**src/hw/bist_pkg.sv**
```systemverilog
// Shared constants and types for the boundary-scan memory self-test link.
package bist_pkg;

  // ---------------------------------------------------------------------------
  // Test access port states
  // ---------------------------------------------------------------------------
  typedef enum logic [3:0] {
    TAP_RESET, TAP_IDLE, TAP_SEL_DR, TAP_CAP_DR, TAP_SHIFT_DR, TAP_EXIT1_DR, TAP_PAUSE_DR, TAP_EXIT2_DR,
    TAP_UPD_DR, TAP_SEL_IR, TAP_CAP_IR, TAP_SHIFT_IR, TAP_EXIT1_IR, TAP_PAUSE_IR, TAP_EXIT2_IR, TAP_UPD_IR
  } tap_state_t;

  // ---------------------------------------------------------------------------
  // Instructions (4-bit instruction register)
  // ---------------------------------------------------------------------------
  localparam int IR_W = 4;
  localparam logic [3:0] EXTEST_INSTR = 4'h0;
  localparam logic [3:0] FUNCTIONAL_BOUNDARY_ACCESS_INSTR = 4'h1;
  localparam logic [3:0] CONTROL_REGISTER_ACCESS_INSTR = 4'h2;
  localparam logic [3:0] BIST_RUN_INSTR = 4'h3;
  localparam logic [3:0] BYPASS_INSTR = 4'hf;
  localparam logic [3:0] IR_CAPTURE = 4'h1;

  // ---------------------------------------------------------------------------
  // Boundary register layout, shifted least significant bit first
  // ---------------------------------------------------------------------------
  localparam int BOUND_W = 34;
  localparam int BOUND_BLOCK_LSB = 0;
  localparam int BOUND_ADDR_LSB = 8;
  localparam int BOUND_DATA_LSB = 16;
  localparam int BOUND_MEMTEST_BIT = 32;
  localparam int BOUND_RW_BIT = 33;

  // ---------------------------------------------------------------------------
  // Boundary control register: [1:0] data code, [2] 16-bit generator, [3] address count-up
  // ---------------------------------------------------------------------------
  localparam int CREG_W = 4;
  localparam logic [1:0] CODE_GEN_AND_SIG = 2'h3;
  localparam logic [1:0] CODE_SIG_ONLY = 2'h2;
  localparam logic [1:0] CODE_COUNT_UP = 2'h1;
  localparam logic [1:0] CODE_TOGGLE = 2'h0;
  localparam int CREG_WIDE_BIT = 2;
  localparam int CREG_ADDR_COUNT_BIT = 3;
  localparam logic [3:0] CREG_RESET = 4'h3;
  localparam logic [7:0] LFSR8_TAPS = 8'hb8;
  localparam logic [15:0] LFSR16_TAPS = 16'hb400;

  // ---------------------------------------------------------------------------
  // Timing
  // ---------------------------------------------------------------------------
  localparam int CLK_PERIOD_NS = 5;
  localparam int TCK_PERIOD_NS = 80;
  localparam int TCK_HALF_CYCLES = TCK_PERIOD_NS / (2 * CLK_PERIOD_NS);
  localparam logic [15:0] RUN_TCKS_RESET = 16'h0100;
  localparam logic [15:0] RUN_TCKS_MIN = 16'h0003;

  // ---------------------------------------------------------------------------
  // Controller registers (APB byte offsets)
  // ---------------------------------------------------------------------------
  localparam logic [7:0] REG_CTRL = 8'h00;
  localparam logic [7:0] REG_BLOCK = 8'h04;
  localparam logic [7:0] REG_SEED = 8'h08;
  localparam logic [7:0] REG_STATUS = 8'h0c;
  localparam logic [7:0] REG_SIG = 8'h10;
  localparam logic [7:0] REG_RUNLEN = 8'h14;
  localparam int CTRL_GO_BIT = 0;
  localparam int CTRL_RW_BIT = 1;
  localparam int CTRL_AUTO_BIT = 2;
  localparam int CTRL_CODE_LSB = 4;
  localparam int SEED_ADDR_LSB = 0;
  localparam int SEED_DATA_LSB = 16;

endpackage

```
**src/hw/bist_link_if.sv**
```systemverilog
// Test access port link joining the scan controller and the self-test device.
`timescale 1ns/1ps
interface bist_link_if;
  logic tck;
  logic tms;
  logic tdi;
  logic tdo;

  // The controller makes the test clock and the mode and data bits.
  modport ctl (output tck, output tms, output tdi, input tdo);

  // The device only follows the link and answers on the data-out line.
  modport dev (input tck, input tms, input tdi, output tdo);
endinterface

```
**src/hw/octal_bist_device.sv**
```systemverilog
// Self-test octal group with boundary register, pattern generators, signature and TAP tracker.
`timescale 1ns/1ps
module octal_bist_device (
  input wire logic clock_in,
  input wire logic resetn_in,
  bist_link_if.dev link,
  input wire logic [15:0] func_addr_in,
  input wire logic func_rw_in,
  input wire logic [15:0] func_wdata_in,
  input wire logic func_wdata_oe_in,
  input wire logic [15:0] mem_rdata_in,
  output logic [15:0] mem_addr_out,
  output logic buffered_read_write_out,
  output logic [15:0] buffered_data_bus_out,
  output logic buffered_data_bus_oe_out,
  output logic memtest_n_out,
  output logic test_cs_n_out,
  output logic run_n_out,
  output logic [3:0] tap_state_out
);

  // ---------------------------------------------------------------------------
  // State
  // ---------------------------------------------------------------------------
  typedef struct packed {
    logic [1:0] tck_s;
    logic [1:0] tms_s;
    logic [1:0] tdi_s;
    logic tck_d;
    bist_pkg::tap_state_t tap;
    logic [3:0] ir;
    logic [3:0] ir_sh;
    logic [33:0] dr_sh;
    logic [7:0] block;
    logic [7:0] addr;
    logic [15:0] data;
    logic memtest_n;
    logic rw;
    logic [3:0] boundary_control_register;
    logic [15:0] rdata_s0;
    logic [15:0] rdata_s1;
    logic tdo;
    logic test_cs_n;
    logic run_n;
  } dev_state_t;

  dev_state_t r;
  dev_state_t n;
  logic rise;
  logic fall;
  logic running;
  logic drive;
  logic bound_sel;
  logic ctl_sel;

  // Standard sixteen-state walk, advanced by TMS at each rising test clock.
  function automatic bist_pkg::tap_state_t tap_next(input bist_pkg::tap_state_t s, input logic tms);
    case (s)
      bist_pkg::TAP_RESET: tap_next = tms ? bist_pkg::TAP_RESET : bist_pkg::TAP_IDLE;
      bist_pkg::TAP_IDLE: tap_next = tms ? bist_pkg::TAP_SEL_DR : bist_pkg::TAP_IDLE;
      bist_pkg::TAP_SEL_DR: tap_next = tms ? bist_pkg::TAP_SEL_IR : bist_pkg::TAP_CAP_DR;
      bist_pkg::TAP_CAP_DR: tap_next = tms ? bist_pkg::TAP_EXIT1_DR : bist_pkg::TAP_SHIFT_DR;
      bist_pkg::TAP_SHIFT_DR: tap_next = tms ? bist_pkg::TAP_EXIT1_DR : bist_pkg::TAP_SHIFT_DR;
      bist_pkg::TAP_EXIT1_DR: tap_next = tms ? bist_pkg::TAP_UPD_DR : bist_pkg::TAP_PAUSE_DR;
      bist_pkg::TAP_PAUSE_DR: tap_next = tms ? bist_pkg::TAP_EXIT2_DR : bist_pkg::TAP_PAUSE_DR;
      bist_pkg::TAP_EXIT2_DR: tap_next = tms ? bist_pkg::TAP_UPD_DR : bist_pkg::TAP_SHIFT_DR;
      bist_pkg::TAP_UPD_DR: tap_next = tms ? bist_pkg::TAP_SEL_DR : bist_pkg::TAP_IDLE;
      bist_pkg::TAP_SEL_IR: tap_next = tms ? bist_pkg::TAP_RESET : bist_pkg::TAP_CAP_IR;
      bist_pkg::TAP_CAP_IR: tap_next = tms ? bist_pkg::TAP_EXIT1_IR : bist_pkg::TAP_SHIFT_IR;
      bist_pkg::TAP_SHIFT_IR: tap_next = tms ? bist_pkg::TAP_EXIT1_IR : bist_pkg::TAP_SHIFT_IR;
      bist_pkg::TAP_EXIT1_IR: tap_next = tms ? bist_pkg::TAP_UPD_IR : bist_pkg::TAP_PAUSE_IR;
      bist_pkg::TAP_PAUSE_IR: tap_next = tms ? bist_pkg::TAP_EXIT2_IR : bist_pkg::TAP_PAUSE_IR;
      bist_pkg::TAP_EXIT2_IR: tap_next = tms ? bist_pkg::TAP_UPD_IR : bist_pkg::TAP_SHIFT_IR;
      bist_pkg::TAP_UPD_IR: tap_next = tms ? bist_pkg::TAP_SEL_DR : bist_pkg::TAP_IDLE;
      default: tap_next = bist_pkg::TAP_RESET;
    endcase
  endfunction

  // ---------------------------------------------------------------------------
  // Next-state logic
  // ---------------------------------------------------------------------------
  // Test clock edges are found on the synchronised copy, so the test clock must stay well below clock_in.
  always_comb
  begin
    n = r;
    n.tck_s = {r.tck_s[0], link.tck};
    n.tms_s = {r.tms_s[0], link.tms};
    n.tdi_s = {r.tdi_s[0], link.tdi};
    n.rdata_s0 = mem_rdata_in;
    n.rdata_s1 = r.rdata_s0;
    n.tck_d = r.tck_s[1];
    rise = r.tck_s[1] & ~r.tck_d;
    fall = ~r.tck_s[1] & r.tck_d;
    running = (r.tap == bist_pkg::TAP_IDLE) && (r.ir == bist_pkg::BIST_RUN_INSTR);
    bound_sel = (r.ir == bist_pkg::FUNCTIONAL_BOUNDARY_ACCESS_INSTR) || (r.ir == bist_pkg::EXTEST_INSTR);
    ctl_sel = (r.ir == bist_pkg::CONTROL_REGISTER_ACCESS_INSTR);
    if (rise)
    begin
      n.tap = tap_next(r.tap, r.tms_s[1]);
      case (r.tap)
        bist_pkg::TAP_CAP_IR: n.ir_sh = bist_pkg::IR_CAPTURE;
        bist_pkg::TAP_SHIFT_IR: n.ir_sh = {r.tdi_s[1], r.ir_sh[3:1]};
        bist_pkg::TAP_CAP_DR:
        begin
          // Capture hands the accumulated signature back in the data field.
          if (bound_sel)
            n.dr_sh = {r.rw, r.memtest_n, r.data, r.addr, r.block};
          else if (ctl_sel)
            n.dr_sh = {30'h0, r.boundary_control_register};
          else
            n.dr_sh = '0;
        end
        bist_pkg::TAP_SHIFT_DR:
        begin
          if (bound_sel)
            n.dr_sh = {r.tdi_s[1], r.dr_sh[33:1]};
          else if (ctl_sel)
            n.dr_sh = {30'h0, r.tdi_s[1], r.dr_sh[3:1]};
          else
            n.dr_sh = {33'h0, r.tdi_s[1]};
        end
        default: ;
      endcase
      // Read data are folded in on the rising edge, where the RAM select is released.
      if (running && r.rw && r.boundary_control_register[1])
        n.data = {r.data[14:0], ^(r.data & bist_pkg::LFSR16_TAPS)} ^ r.rdata_s1;
    end
    if (fall)
    begin
      n.tdo = (r.tap == bist_pkg::TAP_SHIFT_IR) ? r.ir_sh[0] : r.dr_sh[0];
      case (r.tap)
        bist_pkg::TAP_RESET: n.ir = bist_pkg::FUNCTIONAL_BOUNDARY_ACCESS_INSTR;
        bist_pkg::TAP_UPD_IR: n.ir = r.ir_sh;
        bist_pkg::TAP_UPD_DR:
        begin
          if (bound_sel)
          begin
            n.block = r.dr_sh[bist_pkg::BOUND_BLOCK_LSB +: 8];
            n.addr = r.dr_sh[bist_pkg::BOUND_ADDR_LSB +: 8];
            n.data = r.dr_sh[bist_pkg::BOUND_DATA_LSB +: 16];
            n.memtest_n = r.dr_sh[bist_pkg::BOUND_MEMTEST_BIT];
            n.rw = r.dr_sh[bist_pkg::BOUND_RW_BIT];
          end
          else if (ctl_sel)
            n.boundary_control_register = r.dr_sh[3:0];
        end
        default: ;
      endcase
      // Addresses move after the falling edge so they settle before the next rising-edge sample.
      if (running)
      begin
        if (r.boundary_control_register[bist_pkg::CREG_ADDR_COUNT_BIT])
          n.addr = r.addr + 8'h01;
        else if (r.addr == 8'h00)
          n.addr = 8'h01;
        else
          n.addr = {r.addr[6:0], ^(r.addr & bist_pkg::LFSR8_TAPS)};
        if (!r.rw)
        begin
          case (r.boundary_control_register[1:0])
            bist_pkg::CODE_GEN_AND_SIG:
            begin
              if (r.boundary_control_register[bist_pkg::CREG_WIDE_BIT])
                n.data = {r.data[14:0], ^(r.data & bist_pkg::LFSR16_TAPS)};
              else
                n.data = {r.data[14:8], ^(r.data[15:8] & bist_pkg::LFSR8_TAPS),
                          r.data[6:0], ^(r.data[7:0] & bist_pkg::LFSR8_TAPS)};
            end
            bist_pkg::CODE_TOGGLE: n.data = ~r.data;
            bist_pkg::CODE_COUNT_UP: n.data = r.data + 16'h0001;
            default: ;
          endcase
        end
      end
    end
    // Select only during the low half of the test clock, and never once memory-test is released.
    n.test_cs_n = ~(running && !r.memtest_n && !r.tck_s[1]);
    n.run_n = (r.tap != bist_pkg::TAP_IDLE);
  end

  // ---------------------------------------------------------------------------
  // State register
  // ---------------------------------------------------------------------------
  always_ff @(posedge clock_in or negedge resetn_in)
  begin
    if (!resetn_in)
    begin
      r <= '0;
      r.ir <= bist_pkg::FUNCTIONAL_BOUNDARY_ACCESS_INSTR;
      r.memtest_n <= 1'b1;
      r.test_cs_n <= 1'b1;
      r.run_n <= 1'b1;
    end
    else
      r <= n;
  end

  // ---------------------------------------------------------------------------
  // Pins: test values drive the buses under Extest or the run instruction
  // ---------------------------------------------------------------------------
  assign drive = (r.ir == bist_pkg::EXTEST_INSTR) || (r.ir == bist_pkg::BIST_RUN_INSTR);
  assign mem_addr_out = drive ? {r.block, r.addr} : func_addr_in;
  assign buffered_read_write_out = drive ? r.rw : func_rw_in;
  assign buffered_data_bus_out = drive ? r.data : func_wdata_in;
  assign buffered_data_bus_oe_out = drive ? ~r.rw : func_wdata_oe_in;
  assign memtest_n_out = drive ? r.memtest_n : 1'b1;
  assign test_cs_n_out = r.test_cs_n;
  assign run_n_out = r.run_n;
  assign tap_state_out = r.tap;
  assign link.tdo = r.tdo;

endmodule

```
**src/flat_wrapper.sv**
```systemverilog
// flat-port wrapper written by rule: the top's interface ports become plain ports
module octal_bist_device_flat 
  (clock_in, resetn_in, func_addr_in, func_rw_in, func_wdata_in, func_wdata_oe_in, mem_rdata_in, mem_addr_out, buffered_read_write_out, buffered_data_bus_out, buffered_data_bus_oe_out, memtest_n_out, test_cs_n_out, run_n_out, tap_state_out, link_tck, link_tms, link_tdi, link_tdo);
  bist_link_if link_i ();
  input wire logic clock_in;
  input wire logic resetn_in;
  input wire logic [15:0] func_addr_in;
  input wire logic func_rw_in;
  input wire logic [15:0] func_wdata_in;
  input wire logic func_wdata_oe_in;
  input wire logic [15:0] mem_rdata_in;
  output logic [15:0] mem_addr_out;
  output logic buffered_read_write_out;
  output logic [15:0] buffered_data_bus_out;
  output logic buffered_data_bus_oe_out;
  output logic memtest_n_out;
  output logic test_cs_n_out;
  output logic run_n_out;
  output logic [3:0] tap_state_out;
  input wire logic [$bits(link_i.tck)-1:0] link_tck;
  input wire logic [$bits(link_i.tms)-1:0] link_tms;
  input wire logic [$bits(link_i.tdi)-1:0] link_tdi;
  output wire logic [$bits(link_i.tdo)-1:0] link_tdo;
  assign link_i.tck = link_tck;
  assign link_i.tms = link_tms;
  assign link_i.tdi = link_tdi;
  assign link_tdo = link_i.tdo;
  octal_bist_device u_core (.clock_in(clock_in), .resetn_in(resetn_in), .link(link_i), .func_addr_in(func_addr_in), .func_rw_in(func_rw_in), .func_wdata_in(func_wdata_in), .func_wdata_oe_in(func_wdata_oe_in), .mem_rdata_in(mem_rdata_in), .mem_addr_out(mem_addr_out), .buffered_read_write_out(buffered_read_write_out), .buffered_data_bus_out(buffered_data_bus_out), .buffered_data_bus_oe_out(buffered_data_bus_oe_out), .memtest_n_out(memtest_n_out), .test_cs_n_out(test_cs_n_out), .run_n_out(run_n_out), .tap_state_out(tap_state_out));
endmodule
```
**config.mk**
```make
export PLATFORM = sky130hd
export DESIGN_NAME = octal_bist_device_flat
export DESIGN_NICKNAME = d
export VERILOG_FILES = /design/src/hw/bist_pkg.sv /design/src/hw/bist_link_if.sv /design/src/hw/octal_bist_device.sv /design/src/flat_wrapper.sv
export SDC_FILE = /design/constraint.sdc
export NUM_CORES = 1
export LEC_CHECK = 0
export ABC_CLOCK_PERIOD_IN_PS = 3850
export BUFFER_PORTS_ARGS = -buffer_cell sky130_fd_sc_hd__buf_2
export CAP_MARGIN = 20
export CORE_ASPECT_RATIO = 0.9
export CORE_MARGIN = 3
export CORE_UTILIZATION = 45
export DETAILED_ROUTE_END_ITERATION = 10
export PLACE_DENSITY = 0.74
export SLEW_MARGIN = 30
export SYNTH_ARGS = -nofsm -noshare
export SYNTH_HDL_FRONTEND = slang
export SYNTH_SLANG_ARGS = --single-unit
```
**constraint.sdc**
```tcl
create_clock -name clock_in -period 3.85 [get_ports clock_in]
set_clock_uncertainty 0.05 [all_clocks]
set_input_delay 1.155 -clock clock_in [delete_from_list [all_inputs] [get_ports clock_in]]
set_output_delay 1.155 -clock clock_in [all_outputs]
set_load 0.01 [all_outputs]
```
==> flow_metrics.env, run 1 <==
export IMPL_status="complete, no violations"
export IMPL_maxCapViolCount=0
export IMPL_ios=97
export IMPL_cp_start_kind="flop"
export IMPL_final_hold_viol_count=0
export IMPL_fill_cells=1290
export IMPL_clk_latency_ps=420
export IMPL_register_area_sq_um=3160
export IMPL_grt_ovfl_total=0
export IMPL_synthMuxAreaShare_pct=12.1
export IMPL_pwr_share_comb_pct=21.7
export IMPL_layout_nets=826
export IMPL_synth_area_sq_um=6830
export IMPL_fp_dieW_um=136
export IMPL_drt_drc_violations_left=0
export IMPL_clock_fmax_mhz=275
export IMPL_cts_buffers=17
export IMPL_synth_simple_area_share_pct=14.5
export IMPL_post_cts_resize_count=0
export IMPL_grt_max_degree=66
export IMPL_cts_clk_slew_worst_paths_ps=50
export IMPL_cts_tree="yes"
export IMPL_wl_per_cell_um=17.0
export IMPL_p_leak_nw=3.49
export IMPL_fin_ws_ps=210
export IMPL_rows=42
export IMPL_grt_usage_pct=20.9
export IMPL_yosysUniqueCellTypes=61
export IMPL_powerDensity_nw_per_um2=517
export IMPL_synthFlopType="dfrtp_1"
export IMPL_internal_power_w=0.00297
export IMPL_fin_tns_setup_ps=0
export IMPL_path_max_fanout=29
export IMPL_cts_sinks=126
export IMPL_synth_compound_area_share_pct=16.8
export IMPL_synth_xor_area_share_pct=4.23
export IMPL_synthAdderAreaFrac_pct=1.28
export IMPL_tightest_slew_ps=824
export IMPL_swShare_pct=29.1
export IMPL_ys_seq_elements=126
export IMPL_portBuffers=96
export IMPL_synth_edff_count=0
export IMPL_post_dp_hpwl_um=11000
export IMPL_cp_end_kind="output port"
export IMPL_cts_root_buf="clkbuf_16"
export IMPL_crit_type="flop to output port"
export IMPL_dieArea_sq_um=16700
export IMPL_die_h_um=123
export IMPL_antenna_cells=0
export IMPL_netSwitchingPower_w=0.00122
export IMPL_synthCells=696
export IMPL_gp_congestion=0.839
export IMPL_syn_area_per_cell_sq_um=9.81
export IMPL_multiInputGateArea_sq_um=3370
export IMPL_grt_pass1_wl_um=27200
export IMPL_hp_class="flop to flop"
export IMPL_ys_seq_area_share_pct=46.3
export IMPL_setup_violations=0
export IMPL_dp_slack_ps=732
export IMPL_yosys_warnings=0
export IMPL_via_per_inst=5.68
export IMPL_post_route_min_period_ps=3640
export IMPL_seq_power_share_pct=37.4
export IMPL_via_count=5536
export IMPL_crit_arrival_ps=2440
export IMPL_postRouteAntennaNets=0
export IMPL_drtPass1Iterations=6
export IMPL_p_clk_share_pct=40.9
export IMPL_syn2layout_area_growth_pct=18.8
export IMPL_slew_headroom_pct=45.1
export IMPL_antenna_found_initial=0
export IMPL_synth_nets=758
export IMPL_synth_top_family_by_area="compound AO/OA/AOI/OAI gates"
export IMPL_slew_viol_final=0
export IMPL_cts_setup_buffers=0
export IMPL_htree_levels=4
export IMPL_cts_buffer_depth=2
export IMPL_initial_core_util_pct=46.2
export IMPL_grt_pass1_vias=5135
export IMPL_async_flop_share_pct=100
export IMPL_layout_drive_gt1_share_pct=26.4
export IMPL_hold_buffers=0
export IMPL_rsz0062_at_grt="false"
export IMPL_drtIter0Drc=542
export IMPL_irDropWorstVdd_v=0.000382
export IMPL_coreArea_sq_um=14800
export IMPL_fin_crit_sh_pct=94.6
export IMPL_drt_total_wl_um=16600
export IMPL_rrSetupSlack_ps=940
export IMPL_worst_ep_required_time_ps=2640
[flip-flops by register name, summed over array words and instances (netlist names)]
name and cells:
u_core.test_cs_n_out 1, u_core.n 20, u_core.link.tdo 1, u_core.tap_state_out 4, u_core.run_n_out 1, u_core.r 99
[cell type report]
class	count	share of cell area (%)
well taps	198	3.05
multi-input cells	490	41.5
clock buffers	22	5.97
flip-flops and latches	126	38.9
inverters	16	0.740
clock inverters	10	1.96
repair buffers	113	7.84
[placed cells by master (no fill, tap or decap), types with 5 or more instances in the layout]
cell type / netlist / final
dfrtp_1: 122 / 122
nor3_1: 10 / 10
a211o_1: 8 / 8
buf_4: 5 / 16
buf_2: 7 / 95
xor2_1: 9 / 9
inv_1: 15 / 15
ha_1: 7 / 7
nor2b_1: 8 / 8
nand3_1: 22 / 22
mux2_2: 46 / 46
nand4_1: 13 / 13
nand2_1: 70 / 70
clkbuf_16: 0 / 17
a31oi_1: 7 / 7
a22oi_1: 15 / 15
and3_1: 5 / 5
a21oi_1: 28 / 28
a211oi_1: 5 / 5
o21ai_0: 65 / 65
mux2i_1: 31 / 31
o211ai_1: 6 / 6
and4_1: 6 / 6
nor2_1: 31 / 31
o22ai_1: 8 / 8
and2_1: 6 / 6
nand2b_1: 6 / 6
xnor2_1: 24 / 24
[through the flow]
stage / cells / instance area [sq um] / power [W] / hold WS, ps / util (%)
floorplan: 696 / 6830 / 0.00221 / 281 / -
global placement: 943 / 7470 / 0.00247 / 283 / 50.6
detailed placement: 943 / 7470 / 0.00249 / 285 / 50.6
CTS: 975 / 8110 / 0.00423 / 297 / 54.9
global route: 975 / 8110 / 0.00441 / 302 / 54.9
finish: 975 / 8110 / 0.00419 / 295 / 54.9
[cells in the mapped netlist (3+ instances only)]
| cell type | n | area [sq um] |
|---|---|---|
| buf_2 | 7 | 35.0 |
| nor3_1 | 10 | 50.1 |
| o22ai_1 | 8 | 50.1 |
| a22oi_1 | 15 | 113 |
| a22o_1 | 4 | 35.0 |
| a211o_1 | 8 | 70.1 |
| a221oi_1 | 3 | 26.3 |
| or3_1 | 3 | 18.8 |
| a31oi_1 | 7 | 43.8 |
| nand3_1 | 22 | 110 |
| mux2i_1 | 31 | 310 |
| and4_1 | 6 | 52.6 |
| nor2b_1 | 8 | 50.1 |
| inv_1 | 15 | 56.3 |
| clkbuf_1 | 50 | 188 |
| o211ai_1 | 6 | 45.0 |
| ha_1 | 7 | 87.6 |
| o221ai_1 | 4 | 35.0 |
| xnor2_1 | 24 | 210 |
| nand2b_1 | 6 | 37.5 |
| dfstp_2 | 4 | 105 |
| nor2_1 | 31 | 116 |
| a211oi_1 | 5 | 37.5 |
| buf_4 | 5 | 37.5 |
| a21oi_1 | 28 | 140 |
| a2bb2oi_1 | 4 | 35.0 |
| dfrtp_1 | 122 | 3050 |
| nand4_1 | 13 | 81.3 |
| nand2_1 | 70 | 263 |
| mux2_2 | 46 | 518 |
| and3_1 | 5 | 31.3 |
| xor2_1 | 9 | 78.8 |
| and2_1 | 6 | 37.5 |
| o21ai_0 | 65 | 325 |
[per-layer routing]
layer  GRT usage, %  vias up  part of all wire (%)
li1               -     2651                     -
met1           31.4     2692                    49
met2           29.4      176                    44
met3           4.80       17                   5.8
met4           7.68        0                   1.5
met5              0        -                     0
[final timing paths]
check,to,cells past startpoint,from
hold / removal,u_core.r[121],0,u_core.n[121]
setup / recovery,buffered_data_bus_out[2],7,u_core.r[112]
max in group asynchronous,u_core.run_n_out,2,resetn_in
min in group asynchronous,u_core.r[7],1,resetn_in
hold reg to reg,u_core.r[121],0,u_core.n[121]
setup reg to reg,u_core.r[47],7,u_core.tap_state_out[1]
[power groups by stage]
| stage | sequential, W | clock (W) | combinational [W] |
|---|---|---|---|
| final | 0.00157 | 0.00172 | 0.000909 |
| after global routing | 0.00159 | 0.00182 | 0.000999 |
| after CTS | 0.00156 | 0.00176 | 0.000907 |
| after detailed placement | 0.00159 | 0 | 0.000902 |
| after global placement | 0.00158 | 0 | 0.000886 |
| after floorplan | 0.00152 | 0 | 0.000689 |
[critical path: stages (launching register included)]
cell	delay, ps
dfrtp_1	460
nor2b_1	170
buf_4	150
nor3_1	310
o21ai_4	240
buf_12	240
mux2_2	290
buf_2	140
[logic make-up (layout without fill, tap and decap cells)]
family,count (synthesis),after routing
mux,77,77
buf+inv,80,161
flops,126,126
fa+ha+maj,7,7
simple gates,196,196
compound gates,177,177
xor+xnor,33,33
No activity file was read; power rests on OpenSTA's default activity.
==> run 2: changes to the inputs <==
- ABC_AREA: not set -> 1
- HOLD_SLACK_MARGIN: not set -> 0.06
==> run 2 against run 1 <==
Area after synthesis up 2.5%. Register-to-register slack better by 420 ps. Non-clock buffer count shrank 12. Largest power group is now sequential cells. Sequential power is 20% higher.
==> flow_metrics.env, run 2 <==
export IMPL_cts_tree="yes"
export IMPL_synth_edff_count=0
export IMPL_grt_ovfl_total=0
export IMPL_largest_register="u_core.r"
export IMPL_gr_usage_met3_pct=5.29
export IMPL_via_per_inst=5.37
export IMPL_drt_total_wl_um=18000
export IMPL_maxCapViolCount=0
export IMPL_finalPower_w=0.00535
export IMPL_syn2layout_area_growth_pct=17.5
export IMPL_slew_headroom_pct=49.6
export IMPL_irDropWorstVdd_v=0.000504
export IMPL_powerDensity_nw_per_um2=651
export IMPL_yosysUniqueCellTypes=39
export IMPL_dieArea_sq_um=17100
export IMPL_slew_viol_final=0
export IMPL_rsz0062_at_grt="false"
export IMPL_hp_start="u_core.n[121]"
export IMPL_worst_ep_required_time_ps=2640
export IMPL_crit_chain="nand2_1 -> inv_1 -> nand2_1 -> inv_1 -> a21oi_4 -> buf_4 -> inv_1 -> nand2_1 -> nand2_1 -> buf_2"
export IMPL_placed_area_sq_um=7560
export IMPL_initial_core_util_pct=46.7
export IMPL_synthCells=922
export IMPL_crit_arrival_ps=2340
export IMPL_yosys_warnings=0
export IMPL_grt_pass1_vias=6057
export IMPL_use_met1_pct=32.6
export IMPL_antenna_found_initial=0
export IMPL_status="complete, no violations"
export IMPL_grt_usage_pct=22.2
export IMPL_rows=42
export IMPL_largest_reg_flops=99
export IMPL_ios=97
export IMPL_crit_type="flop to output port"
export IMPL_portBuffers=96
export IMPL_gp_congestion=0.923
export IMPL_synth_area_leader_cell="dfrtp_1"
export IMPL_ys_seq_area_share_pct=45.2
export IMPL_path_common_cell="nand2_1"
export IMPL_cpPeakStageDelay_ps=400
export IMPL_post_route_min_period_ps=3540
export IMPL_worstReg2RegEnd="u_core.r[76]"
export IMPL_drt_drc_violations_left=0
export IMPL_grt_pass1_wl_um=30200
export IMPL_ys_seq_elements=126
export IMPL_layout_commonest_cell="nand2_1"
export IMPL_path_max_fanout=29
export IMPL_via_count=6500
export IMPL_p_leak_nw=4.17
export IMPL_cts_setup_buffers=0
export IMPL_hold_buffers=0
export IMPL_coreArea_sq_um=15000
export IMPL_die_h_um=124
export IMPL_cts_buffers=17
export IMPL_final_area_sq_um=8220
export IMPL_rrSetupSlack_ps=1360
export IMPL_synthFlopType="dfrtp_1"
export IMPL_critical_path_top_delay_family="buffers and inverters"
export IMPL_wl_per_cell_um=14.8
export IMPL_hold_path_end="u_core.r[121]"
export IMPL_postRouteAntennaNets=0
export IMPL_cts_buffer_depth=2
export IMPL_yosys_top_cells_count="nand2_1 (275), o21ai_0 (132), dfrtp_1 (122)"
export IMPL_htree_levels=4
export IMPL_r2r_start="u_core.tap_state_out[2]"
export IMPL_drtIter0Drc=579
export IMPL_reg2regPathDepth=7
export IMPL_cts_clk_slew_worst_paths_ps=60
export IMPL_drtPass1Iterations=5
export IMPL_tightest_slew_ps=753
export IMPL_cp_start_kind="flop"
export IMPL_hp_class="flop to flop"
export IMPL_synth_top_cell_area_share_pct=43.6
export IMPL_synth_nets=984
export IMPL_cts_root_buf="clkbuf_16"
export IMPL_grt_use_met2_pct=31.4
export IMPL_synth_area_sq_um=6990
export IMPL_syn_area_per_cell_sq_um=7.59
export IMPL_yosysMostFrequentCell="nand2_1"
export IMPL_cts_sinks=126
export IMPL_whs_path_depth=0
export IMPL_cp_end_kind="output port"
export IMPL_layout_common_cells="nand2_1 (275), o21ai_0 (132), dfrtp_1 (122)"
export IMPL_dp_slack_ps=749
export IMPL_grt_busiest_layer="met1"
export IMPL_fp_dieW_um=137
export IMPL_layout_nets=1062
export IMPL_fin_ws_ps=307
export IMPL_path_buf_inv=5
export IMPL_yosys_top_cells_area="dfrtp_1 (44%), nand2_1 (15%), o21ai_0 (9.4%), inv_1 (4.7%), nand3_1 (3.2%)"
export IMPL_cp_slowest_cell="dfrtp_1"
export IMPL_post_cts_resize_count=0
export IMPL_async_flop_share_pct=100
export IMPL_grt_max_degree=127
export IMPL_fin_tns_setup_ps=0
export IMPL_setup_violations=0
export IMPL_layout_drive_gt1_share_pct=17.4
export IMPL_fill_cells=1384
export IMPL_fin_crit_sh_pct=92.0
export IMPL_final_hold_viol_count=0
export IMPL_post_dp_hpwl_um=12400
export IMPL_clk_latency_ps=420
export IMPL_antenna_cells=0
export IMPL_clock_fmax_mhz=282
-- run 2: metrics by stage --
step                cells  hold slack [ps]  utilization, %
floorplan             922              281               -
global placement     1179              284            50.5
detailed placement   1179              285            50.5
CTS                  1211              297            54.9
global route         1211              301            54.9
finish               1211              295            54.9
-- run 2: worst max-delay path by stage --
| stage | start | end | cells after the start |
|---|---|---|---|
| after floorplan | u_core.r[111] | buffered_data_bus_out[11] | 8 |
| after global placement | u_core.r[112] | buffered_read_write_out | 10 |
| after detailed placement | u_core.r[112] | buffered_read_write_out | 10 |
| after CTS | u_core.r[112] | buffered_read_write_out | 10 |
| after global routing | u_core.r[112] | mem_addr_out[14] | 10 |
| final | u_core.r[112] | buffered_read_write_out | 10 |
-- run 2: cell type report --
class / count / area [sq um] / share of cell area, %
Sequential cell: 126 / 3160 / 38.4
Clock inverter: 10 / 209 / 2.54
Tap cell: 198 / 248 / 3.01
Timing Repair Buffer: 101 / 533 / 6.48
Inverter: 97 / 367 / 4.46
Multi-Input combinational cell: 657 / 3250 / 39.6
Clock buffer: 22 / 454 / 5.52
-- run 2: kinds of logic after synthesis --
group	Yosys count	synth area share (%)
flops	126	45.2
fa+ha+maj	7	1.25
xor+xnor	20	2.50
buf+inv	139	8.50
compound gates	224	18.5
simple gates	406	24.1
-- run 2: power by group --
group / switching (W) / total (W) / internal [W] / leakage [nW]
clock network: 0.000587 / 0.00182 / 0.00123 / 0.315
logic: 0.00104 / 0.00164 / 0.000599 / 2.26
registers: 0.000281 / 0.00189 / 0.00161 / 1.60
-- run 2: metal layers --
layer	part of all wire (%)	up-vias	wire length, um
li1	-	3166	-
met1	46	3018	8330
met2	44	290	7830
met3	7.7	26	1390
met4	2.3	0	404
met5	0	-	0
==> run 3: changes to the inputs <==
- CORE_MARGIN: 3 -> 4
- CTS_CLUSTER_SIZE: not set -> 20
==> run 3 against run 2 <==
Register-to-register slack about the same. Sequential power about the same. Combinational power about the same. First-iteration DRC count up 6.9%. Critical path type unchanged. Critical endpoint is now buffered_data_bus_out[10].
==> flow_metrics.env, run 3 (synthesized netlist as in run 2, its figures left out) <==
export IMPL_hp_start="u_core.n[17]"
export IMPL_worstReg2RegEnd="u_core.r[76]"
export IMPL_grt_pass1_vias=5975
export IMPL_fill_cells=1400
export IMPL_hp_class="flop to flop"
export IMPL_fin_cells=1211
export IMPL_cts_tree="yes"
export IMPL_slew_headroom_pct=52.1
export IMPL_hold_buffers=0
export IMPL_post_place_cells=1179
export IMPL_slew_viol_final=0
export IMPL_via_per_inst=5.28
export IMPL_cts_clk_slew_worst_paths_ps=60
export IMPL_whs_path_depth=0
export IMPL_post_route_min_period_ps=3460
export IMPL_cts_root_buf="clkbuf_16"
export IMPL_crit_arrival_ps=2250
export IMPL_cp_start_kind="flop"
export IMPL_antenna_cells=0
export IMPL_rsz0062_at_grt="false"
export IMPL_largest_register="u_core.r"
export IMPL_grt_ovfl_total=0
export IMPL_largest_reg_flops=99
export IMPL_p_leak_nw=4.14
export IMPL_status="complete, no violations"
export IMPL_r2r_start="u_core.tap_state_out[2]"
export IMPL_drtIter0Drc=619
export IMPL_worst_ep_required_time_ps=2640
export IMPL_cts_setup_buffers=0
export IMPL_fin_crit_sh_pct=89.8
export IMPL_layout_nets=1062
export IMPL_coreArea_sq_um=15000
export IMPL_irDropWorstVdd_v=0.000410
export IMPL_dieArea_sq_um=17600
export IMPL_syn2layout_area_growth_pct=16.2
export IMPL_clock_fmax_mhz=289
export IMPL_antenna_found_initial=0
export IMPL_setup_violations=0
export IMPL_layout_drive_gt1_share_pct=17.3
export IMPL_fin_tns_setup_ps=0
export IMPL_ios=97
export IMPL_crit_type="flop to output port"
export IMPL_grt_pass1_wl_um=30200
export IMPL_hold_path_end="u_core.r[17]"
export IMPL_path_max_fanout=44
export IMPL_tightest_slew_ps=716
export IMPL_grt_max_degree=68
export IMPL_final_hold_viol_count=0
export IMPL_drt_drc_violations_left=0
export IMPL_post_cts_resize_count=0
export IMPL_reg2regPathDepth=7
export IMPL_portBuffers=96
export IMPL_initial_core_util_pct=46.7
export IMPL_drtPass1Iterations=6
export IMPL_layout_common_cells="nand2_1 (275), o21ai_0 (132), dfrtp_1 (122)"
export IMPL_rrSetupSlack_ps=1360
export IMPL_die_h_um=126
export IMPL_finalPower_w=0.00505
export IMPL_layout_commonest_cell="nand2_1"
export IMPL_grt_usage_pct=21.2
export IMPL_post_dp_hpwl_um=12700
export IMPL_powerDensity_nw_per_um2=621
export IMPL_gp_congestion=0.945
export IMPL_htree_levels=4
export IMPL_fp_dieW_um=139
export IMPL_placed_area_sq_um=7570
export IMPL_drt_total_wl_um=18000
export IMPL_cp_end_kind="output port"
export IMPL_wl_per_cell_um=14.9
export IMPL_clk_latency_ps=420
export IMPL_maxCapViolCount=0
export IMPL_cts_buffers=17
export IMPL_postRouteAntennaNets=0
export IMPL_final_area_sq_um=8130
export IMPL_via_count=6395
export IMPL_cts_buffer_depth=2
export IMPL_cts_sinks=126
export IMPL_rows=42
run 3: changes by cell type in the layout (fill, tap and decap cells not counted), sizes merged:
cell    previous run  this run
clkbuf            22        26
clkinv             4         6
bufinv             6         1
inv               95        94
run 3: metal layers:
metal	global-route usage (%)	up-vias	routed length [um]	part of all wire, %
li1	-	3170	-	-
met1	31.7	2981	8740	48
met2	30.8	226	7810	43
met3	4.28	18	1220	6.8
met4	6.90	0	253	1.4
met5	0	-	0	0
run 3: how the worst max path moves through the flow:
stage                             start                        end  slack [ps]  depth (start not counted)
after global routing      u_core.r[112]            mem_addr_out[2]         200                          9
final                     u_core.r[112]  buffered_data_bus_out[10]         390                          9
after global placement    u_core.r[112]            mem_addr_out[3]         910                          9
after detailed placement  u_core.r[112]  buffered_data_bus_out[10]         830                          9
after CTS                 u_core.r[112]  buffered_data_bus_out[10]         370                          9
after floorplan           u_core.r[111]  buffered_data_bus_out[11]        1180                          8
run 3: area by class of cell:
cell class              count  area [sq um]  share of cell area (%)
clock buffers              26           499                    6.14
flip-flops and latches    126          3160                    38.8
clock inverters             6          60.1                   0.739
multi-input cells         657          3250                    40.0
repair buffers            101           546                    6.71
well taps                 198           248                    3.05
inverters                  97           367                    4.51
run 3: stage by stage:
stage	utilization (%)	hold slack [ps]	setup slack, ps
floorplan	-	281	1180
global placement	50.6	282	913
detailed placement	50.6	286	833
CTS	54.3	297	374
global route	54.3	301	197
finish	54.3	296	392
run 3: worst max-delay path, stage by stage, from the launching register on:
cell and delay, ps:
dfrtp_1 390, nand2_1 90, inv_1 40, nand2_1 160, inv_1 100, a21oi_4 440, buf_12 280, nand2_1 80
o21ai_0 80, buf_2 150
run 3: power by group:
part / total, W / switching (W) / leakage (nW) / internal, W
sequential: 0.00189 / 0.000280 / 1.60 / 0.00161
combinational: 0.00164 / 0.00104 / 2.26 / 0.000604
clock: 0.00152 / 0.000565 / 0.270 / 0.000952
